<file path="src/common/rts_pkg.sv">
// Shared constants for the remote temperature serial readout block
package rts_pkg;
   // Frame layout
   localparam int FRAME_BITS = 16;
   localparam int TEMP_BITS = 13;
   localparam int TEMP_MSB = 15;
   localparam int TEMP_LSB = 3;
   localparam int ZERO_BIT = 2;
   localparam int HIZ_BITS = 2;
   localparam logic [12:0] TEMP_RESET = 13'h0000;
   localparam logic [4:0] BIT_CNT_RESET = 5'h00;
   // Timing at 200 MHz clock
   localparam int CLK_MHZ = 200;
   localparam int CONV_TIME_MS = 320;
   localparam int PERIOD_FAST_MS = 500;
   localparam int PERIOD_SLOW_MS = 8000;
   localparam int CONV_CYCLES = CONV_TIME_MS * 1000 * CLK_MHZ;
   localparam int PERIOD_FAST_CYCLES = PERIOD_FAST_MS * 1000 * CLK_MHZ;
   localparam longint PERIOD_SLOW_CYCLES =
      longint'(PERIOD_SLOW_MS) * 1000 * CLK_MHZ;
   localparam int TIMER_W = 41;
   // Converter states
   typedef enum logic [1:0] {
      RTS_IDLE,
      RTS_CONVERT,
      RTS_WAIT
   } rts_conv_t;
endpackage

</file>
<file path="src/hw/rts_readout.sv">
// Serial temperature readout and conversion control, device side
// Operation
// - Chip select falling copies last completed result into the shift register.
// - Data output changes on each serial clock falling edge, MSB first.
// - A frame is sixteen bit positions clocked while chip select is low.
// - Last two bit positions leave the data output undriven.
// - Chip select falling aborts a running conversion, result kept.
// - Chip select rising resets the interface and starts a new conversion.
// - Temperature sits in bits 15..3, two's complement; bit 2 is zero.
// - Conversions start automatically when power-on reset releases.
// - In reset the interface is idle and the stored result is zero.
// - With chip select low the converter idles; reads still work.
// - Undisturbed, conversions repeat at 0.5 s or 8 s period.
//
// Structure
// Both host pins pass the three-stage synchroniser, so every pin edge is
// acted on four to five clocks after it happens. At 200 MHz this is about
// 25 ns, well inside the 100 ns minimum clock phases the host may use.
// The converter is modelled by a timer: it samples the converter word
// once, on the last cycle of the conversion window, so a cut window
// never reaches the stored result.
// The repeat period is counted from the start of one conversion to the
// start of the next, which keeps the rate fixed whatever the window.
// The serial output is registered; its drive enable falls for the two
// final bit positions and whenever chip select is high.
`timescale 1ns/1ps
module rts_readout
   import rts_pkg::*;
#(
   parameter logic SLOW_VARIANT = 1'b0,
   parameter longint CONV_CYC = CONV_CYCLES,
   parameter longint FAST_CYC = PERIOD_FAST_CYCLES,
   parameter longint SLOW_CYC = PERIOD_SLOW_CYCLES
)
(
   input wire logic clock_in,
   input wire logic rst_in,
   input wire logic cs_n_in,
   input wire logic sck_in,
   input wire logic [12:0] adc_temp_in,
   output logic sdo_out,
   output logic sdo_oe_out,
   output logic converting_out,
   output logic [12:0] result_out
);
   localparam logic [TIMER_W-1:0] CONV_T = TIMER_W'(CONV_CYC);
   localparam logic [TIMER_W-1:0] PERIOD_T =
      SLOW_VARIANT ? TIMER_W'(SLOW_CYC) : TIMER_W'(FAST_CYC);

   logic cs_n_s, sck_s;

   // Both pins come from the host's domain
   rts_sync u_cs_sync (
      .clock_in(clock_in),
      .rst_in(rst_in),
      .pin_in(cs_n_in),
      .reset_val_in(1'b1),
      .level_out(cs_n_s)
   );
   rts_sync u_sck_sync (
      .clock_in(clock_in),
      .rst_in(rst_in),
      .pin_in(sck_in),
      .reset_val_in(1'b1),
      .level_out(sck_s)
   );

   // Edge detection on the agreed levels
   logic cs_d_reg, sck_d_reg;
   logic cs_fall, cs_rise, sck_fall;
   assign cs_fall = cs_d_reg & ~cs_n_s;
   assign cs_rise = ~cs_d_reg & cs_n_s;
   assign sck_fall = sck_d_reg & ~sck_s;

   // Converter state
   rts_conv_t state_reg, state_next;
   logic [TIMER_W-1:0] timer_reg, timer_next;
   logic [12:0] temp_reg, temp_next;

   // Shifter state
   logic [FRAME_BITS-1:0] shift_reg, shift_next;
   logic [4:0] bit_reg, bit_next;
   logic sdo_reg, sdo_next;
   logic oe_reg, oe_next;
   logic conv_reg, conv_next;

   function automatic logic [FRAME_BITS-1:0] build_frame(
      input logic [12:0] t
   );
      logic [FRAME_BITS-1:0] f;
      f = '0;
      f[TEMP_MSB:TEMP_LSB] = t;
      f[ZERO_BIT] = 1'b0;
      return f;
   endfunction

   // Timer step; both timed states count the same way
   function automatic logic [TIMER_W-1:0] tick(
      input logic [TIMER_W-1:0] t
   );
      return t + TIMER_W'(1);
   endfunction

   // True on the last cycle of a window that is len cycles long
   function automatic logic at_end(
      input logic [TIMER_W-1:0] t,
      input logic [TIMER_W-1:0] len
   );
      return (t >= len - TIMER_W'(1));
   endfunction

   // Conversion sequencer: one measurement window, then wait for the period.
   // The timer runs on from the window into the wait, so the wait ends
   // one full period after the window began.
   // Chip select edges win over the timer: a fall parks the converter,
   // a rise restarts the window from zero.
   always_comb begin
      state_next = state_reg;
      timer_next = timer_reg;
      temp_next = temp_reg;
      case (state_reg)
         RTS_IDLE: begin
            timer_next = '0;
         end
         RTS_CONVERT: begin
            timer_next = tick(timer_reg);
            if (at_end(timer_reg, CONV_T)) begin
               temp_next = adc_temp_in;
               state_next = RTS_WAIT;
            end
         end
         RTS_WAIT: begin
            timer_next = tick(timer_reg);
            if (at_end(timer_reg, PERIOD_T)) begin
               timer_next = '0;
               state_next = RTS_CONVERT;
            end
         end
         default: begin
            state_next = RTS_IDLE;
            timer_next = '0;
         end
      endcase
      // Abort leaves temp_reg untouched, so a cut result is never seen
      if (cs_fall) begin
         state_next = RTS_IDLE;
         timer_next = '0;
         temp_next = temp_reg;
      end else if (cs_rise) begin
         state_next = RTS_CONVERT;
         timer_next = '0;
      end
   end

   // Serial shifter; sck edges are seen up to four clocks late, fine for 5 MHz.
   // Chip select high holds the bit count and output cleared, so serial clock edges
   // outside a frame, including a false one after reset, do nothing.
   // Falls beyond the fifteenth are ignored: the frame has only sixteen
   // positions and the last ones are not driven anyway.
   always_comb begin
      shift_next = shift_reg;
      bit_next = bit_reg;
      sdo_next = sdo_reg;
      oe_next = oe_reg;
      if (cs_fall) begin
         shift_next = build_frame(temp_reg);
         bit_next = BIT_CNT_RESET;
         sdo_next = shift_next[FRAME_BITS-1];
         oe_next = 1'b1;
      end else if (cs_rise || cs_n_s) begin
         bit_next = BIT_CNT_RESET;
         oe_next = 1'b0;
         sdo_next = 1'b0;
      end else if (sck_fall && bit_reg < 5'(FRAME_BITS - 1)) begin
         shift_next = {shift_reg[FRAME_BITS-2:0], 1'b0};
         bit_next = bit_reg + 5'h01;
         sdo_next = shift_next[FRAME_BITS-1];
         // Positions for D1 and D0 float
         oe_next = (bit_next < 5'(FRAME_BITS - HIZ_BITS));
      end
      conv_next = (state_next == RTS_CONVERT);
   end

   // Registers; reset enters conversion so it starts on release.
   // The converting flag itself stays low in reset and rises on the first
   // clock after release, so nothing reads as busy while held.
   always_ff @(posedge clock_in or posedge rst_in) begin
      if (rst_in) begin
         cs_d_reg <= 1'b1;
         sck_d_reg <= 1'b1;
         state_reg <= RTS_CONVERT;
         timer_reg <= '0;
         temp_reg <= TEMP_RESET;
         shift_reg <= '0;
         bit_reg <= BIT_CNT_RESET;
         sdo_reg <= 1'b0;
         oe_reg <= 1'b0;
         conv_reg <= 1'b0;
      end else begin
         cs_d_reg <= cs_n_s;
         sck_d_reg <= sck_s;
         state_reg <= state_next;
         timer_reg <= timer_next;
         temp_reg <= temp_next;
         shift_reg <= shift_next;
         bit_reg <= bit_next;
         sdo_reg <= sdo_next;
         oe_reg <= oe_next;
         conv_reg <= conv_next;
      end
   end

   assign sdo_out = sdo_reg;
   assign sdo_oe_out = oe_reg;
   assign converting_out = conv_reg;
   assign result_out = temp_reg;
endmodule

</file>
<file path="src/hw/rts_sync.sv">
// Three-stage pin synchroniser with agreement check on the last two stages
`timescale 1ns/1ps
module rts_sync
   import rts_pkg::*;
(
   input wire logic clock_in,
   input wire logic rst_in,
   input wire logic pin_in,
   input wire logic reset_val_in,
   output logic level_out
);
   logic s1_reg, s2_reg, s3_reg, level_reg;
   logic s1_next, s2_next, s3_next, level_next;

   // Stage one is read by stage two only
   always_comb begin
      s1_next = pin_in;
      s2_next = s1_reg;
      s3_next = s2_reg;
      level_next = (s2_reg == s3_reg) ? s3_reg : level_reg;
   end

   // Reset values are constants; reset_val_in is a tie-off at elaboration
   always_ff @(posedge clock_in or posedge rst_in) begin
      if (rst_in) begin
         s1_reg <= 1'b1;
         s2_reg <= 1'b1;
         s3_reg <= 1'b1;
         level_reg <= 1'b1;
      end else begin
         s1_reg <= s1_next;
         s2_reg <= s2_next;
         s3_reg <= s3_next;
         level_reg <= level_next;
      end
   end

   assign level_out = level_reg;
endmodule
</file>
<file path="config.mk">
export PLATFORM = sky130hd
export DESIGN_NAME = rts_readout
export DESIGN_NICKNAME = d
export VERILOG_FILES = /design/src/common/rts_pkg.sv /design/src/hw/rts_readout.sv /design/src/hw/rts_sync.sv
export SDC_FILE = /design/constraint.sdc
export NUM_CORES = 1
export LEC_CHECK = 0
export BUFFER_PORTS_ARGS = -buffer_cell sky130_fd_sc_hd__buf_2
export CELL_PAD_IN_SITES_DETAIL_PLACEMENT = 0
export CELL_PAD_IN_SITES_GLOBAL_PLACEMENT = 1
export CORE_MARGIN = 10
export CORE_UTILIZATION = 42
export DETAILED_ROUTE_END_ITERATION = 16
export GPL_TIMING_DRIVEN = 0
export MAX_ROUTING_LAYER = met4
export PLACE_DENSITY = 0.76
export RECOVER_POWER = 25
export SLEW_MARGIN = 0
export SYNTH_ARGS = -nofsm -noshare
export SYNTH_HDL_FRONTEND = slang
export SYNTH_HIERARCHICAL = 1
export SYNTH_SLANG_ARGS = --single-unit
</file>
<file path="constraint.sdc">
create_clock -name clock_in -period 2.7 [get_ports clock_in]
set_clock_uncertainty 0.1 [all_clocks]
set_input_delay 0.27 -clock clock_in [delete_from_list [all_inputs] [get_ports clock_in]]
set_output_delay 0.27 -clock clock_in [all_outputs]
set_load 0.1 [all_outputs]
</file>
Yosys cells after proc, flatten, opt, wreduce, memory -nomap -nowiden

Index checks and enable logic that the tools add are counted.

Register bits after elaboration: 89
Input bits: 17
Output and inout port bits: 16
Word-level logic and storage cells: 65

Add/sub/neg operators: 2
Order comparisons: 4
Equal/unequal tests: 6
Mux-type cells: 21
Bitwise logic cells: 7
Reductions and logical operators: 7

Operator list:

| operator              | number |
|---|---|
| $mux 41               | 3 |
| $pmux 41 s2           | 1 |
| $mux 15               | 3 |
| $add 41x1->41 const B | 1 |
| $ge 41x26->1 const B  | 1 |
| $ge 41x27->1 const B  | 1 |
| $mux 5                | 3 |
| $lt 5x4->1 const B    | 2 |
| $mux 2                | 4 |
| $mux 1                | 6 |
| $pmux 2 s3            | 1 |
| $add 5x1->5 const B   | 1 |
| $eq 2x1->1 const B    | 2 |
| $not 1->1             | 4 |
| $and 1x1->1           | 3 |
| $reduce_and 3->1      | 1 |
| $reduce_bool 3->1     | 1 |
| $eq 1x1->1            | 2 |
| $eq 2x2->1 const B    | 1 |
| $logic_not 2->1       | 1 |
| $ne 2x2->1 const B    | 1 |
| $reduce_and 2->1      | 1 |
| $reduce_bool 2->1     | 1 |
| $logic_and 1x1->1     | 1 |
| $logic_or 1x1->1      | 1 |

Longest topological paths before layout

Depth after elaboration: 6
Mapped depth: 10

Modules after synthesis

The synthesis kept the hierarchy.

Modules (own cells, without submodules):

| module      | times used | cells each | area each (um^2) | sequential area each (um^2) |
|---|---|---|---|---|
| rts_readout | 1          | 394        | 4,036.4          | 1,955.6 |
| rts_sync    | 2          | 6          | 120.1            | 105.1 |

Worst setup path after synthesis

No wires, ideal clock.

Kind: register to register
From: reg timer_reg[30]
To: reg timer_reg[31]
Setup time: 0.068 ns
Arrival: 2.356 ns
Required time: 2.532 ns
Setup slack: 0.176 ns
Cell stages (with the launch flop): 9
Path buffers: 2
Clock period less this slack: 2.524 ns
Path through: dfrtp_1 -> or4_4 -> nor4_4 -> and3_1 -> a31oi_1 -> or4b_1 -> buf_6 -> buf_12 -> nor2_4

Longest elaborated chain between the ends: 5

RTL lines:

| what                                          | line                                   | text |
|---|---|---|
| start: declaration                            | rts_readout.sv:77                      | `logic [TIMER_W-1:0] timer_reg, timer_next;` |
| start signal: assignment                      | rts_readout.sv:203                     | `timer_reg <= timer_next;` |
| $add 41x1->41 or $ge 41x27->1 (tied branches) | rts_readout.sv:101, rts_readout.sv:109 |  |
| $mux 41                                       | rts_readout.sv:134                     | `if (at_end(timer_reg, PERIOD_T)) begin` |
| $pmux 41 s2 (*)                               | rts_readout.sv:121                     | `case (state_reg)` |
| $mux 41 (*)                                   | rts_readout.sv:149                     | `end else if (cs_rise) begin` |
| $mux 41 (*)                                   | rts_readout.sv:145                     | `if (cs_fall) begin` |
| via timer_next[31]                            | rts_readout.sv:77                      |  |

The timed path passes the listed nets; every way through them passes the cells marked *.
A chain may end at the register's enable or synchronous reset.

Worst setup path after layout

From: reg timer_reg[31]
To: reg temp_reg[3], in the netlist result_out[3]

Longest elaborated chain between the ends: 2

RTL lines:

| what                       | line               | text |
|---|---|---|
| $ge 41x26->1               | rts_readout.sv:109 | `return (t >= len - TIMER_W'(1));` |
| $reduce_and 3->1 (no line) | n/a                |  |
| end signal: assignment     | rts_readout.sv:204 | `temp_reg <= temp_next;` |
| end: declaration           | rts_readout.sv:78  | `logic [12:0] temp_reg, temp_next;` |

Every way passes these cells.

==> flow_summary_export.csv <==
group,metric,value,unit
clocking,cts_sinks,86,
synthesis,syn_area,0.00427,sq mm
global_route,grt_pass1_wl,14.8,mm
sta,tns,-0.00317,ns
setup_path,worstPathArrival,2.85,ns
setup_path,cp-end-kind,"flip-flop",
drt,wl_per_cell,14.3,um
sta,finalWorstSetupSlack,-0.00317,ns
setup_path,cp.required,2.85,ns
clocking,clock-root-buffer,"clkbuf_8",
sta,maxSlewHeadroom,28.1,%
floorplan,row_count,36,
synthesis,syn_inst,405,
setup_path,critPathKind,"reg -> reg",
final_layout,largest_register_ffs,41,
flow_run,cap_violations,0,
global_route,grt_overflow,0,
sta,period_minus_slack,2.70,ns
place,place_ws,-0.362,ns
drt,drt_iter0_drc,291,
worst_hold_path,hold_class,"in -> reg",
global_route,grt_usage,12.4,%
place,dpl.hpwl,6.08,mm
floorplan,io_pins,33,
floorplan,initial_utilization,43.3,%
pwr,p_per_area,469,mW/mm^2
setup_path,rr_worst_depth,9,
synthesis,syn_avg_cell_area,10.6,sq um
synthesis,synth_nets,428,
clocking,path_clk_slew,0.10,ns
outcome,outcome,"finished, violations left",
global_route,antenna_found_initial,0,
drt,drc,0,
final_layout,areaGrowthSynthToFinish,17.9,%
final_layout,n_fill_cell,924,
global_route,grt_util_met3,2.93,%
global_route,grtUsageMet2,18.5,%
final_layout,final-seq-area,0.00217,sq mm
setup_path,critPathLaunchType,"flip-flop",
sta,tightest_slew,1.07,ns
drt,ant_nets,0,
setup_path,critPathMaxFanout,5,
sta,max_freq,0.370,GHz
global_route,grt_max_degree,58,
worst_hold_path,min_path_cells,2,
pwr,cellLeakagePower,2.09,nW
sta,fin_crit_sh,100,%
final_layout,nets,487,
final_layout,multi_input_area,0.00203,sq mm
outcome,violations,"setup timing",
sta,setup_viol,1,
synthesis,yosysWarnings,6,
final_layout,fin_util,51.1,%
final_layout,final_layout_size_suffix_gt1_share,27.1,%
clocking,cts_tree,"done",
pwr,ir_worst_vdd,240,uV
floorplan,die_h,121,um
clocking,clock_latency,0.36,ns
final_layout,diodes,0,
sta,hold_violations,0,
global_route,use_met1,16.1,%
clocking,clockBufferDepth,2,
sta,grt_setup_unrepaired,"true",
floorplan,dieWidth,121,um
drt,drt-vias-per-instance,5.15,
floorplan,die-area,0.0146,sq mm
global_route,grt_pass1_vias,3063,
sta,slew_viol_final,0,
drt,vias,3101,
place,place.gp.congestion,0.887,
clocking,cts_buffers,9,
drt,drt-total-wl,8.62,mm
floorplan,design.core.area,0.00986,sq mm
setup_path,r2r_slack,-0.003,ns
global_route,busiest_layer,"met2",
clocking,h-tree-depth,3,
place,io_buffers,32,
drt,dr.pass1.iters,4,
[final timing paths]
kind | startpoint | to
hold reg to reg | u_sck_sync/s1_reg | u_sck_sync/s2_reg
min in group asynchronous | rst_in | u_sck_sync/s3_reg
setup reg to reg | timer_reg[31] | result_out[3]
setup / recovery | timer_reg[31] | result_out[3]
hold / removal | adc_temp_in[7] | result_out[7]
max in group asynchronous | rst_in | timer_reg[31]
[cells in the final DEF, fill, tap and decap left out, types with 3 or more instances in the layout]
master / instances
buf_6: 3
dfstp_2: 8
buf_4: 12
inv_1: 11
a21oi_1: 8
clkbuf_8: 9
nand4_1: 16
dfrtp_1: 74
o21ai_0: 16
mux2i_1: 12
dfstp_1: 3
and3_1: 6
or4_1: 3
mux2_2: 12
nor3_1: 14
nor2_4: 8
ha_1: 6
buf_2: 31
nor2_2: 11
clkbuf_1: 9
dlygate4sd3_1: 3
nor4_1: 4
xor2_1: 24
nand2_1: 35
nand3_1: 14
or4_4: 3
nor2_1: 39
and2_1: 3
xnor2_1: 17
inv_6: 4
and4_1: 4
[through the flow]
stage | hold WS (ns) | cell area (sq um) | total power [mW] | std cells
final | 0.0349 | 5040 | 2.36 | 602
after global routing | 0.0272 | 5040 | 2.47 | 602
after CTS | 0.0249 | 4920 | 2.40 | 593
after detailed placement | 0.180 | 4630 | 1.55 | 571
after global placement | 0.247 | 4600 | 1.54 | 570
after floorplan | 0.125 | 4270 | 1.50 | 405
[critical path, stage by stage, from the launching register on]
cell and delay, ns:
dfrtp_2 0.44, or4_4 0.56, nor4_4 0.31, buf_4 0.16
o211ai_1 0.12, nor2_1 0.24, nor3_4 0.08, buf_12 0.15
buf_8 0.13, mux2_4 0.29
[final cells by class]
class,count,area share [%]
clock buffer,9,2.46
multi-input combinational,290,40.3
inverter,12,0.919
timing repair buffer,50,6.78
buffer,15,2.11
sequential,86,43.0
clock inverter,7,1.07
tap,133,3.30
[routing by layer]
metal / vias up / share of wire [%] / routed length, um
li1: 1528 / - / -
met2: 46 / 46 / 3970
met1: 1516 / 48 / 4180
met3: 11 / 4.2 / 359
met4: 0 / 1.4 / 119
met5: - / 0 / 0
[where the power goes]
part           internal, mW  switching (mW)  total [mW]
logic                0.0601           0.140       0.200
clock network         0.344           0.491       0.835
registers              1.31          0.0140        1.33
total                  1.72           0.644        2.36
[what timing repair did]
action | CTS | global route
resized for setup | 11 | 15
setup buffers | 3 | 10
setup endpoints to repair | 53 | 50
endpoints found under the hold margin | 30 | 0
hold buffers | 3 | 0
gates cloned | 0 | 1
pin swaps | 1 | 6
No activity file was read; power rests on OpenSTA's default activity.
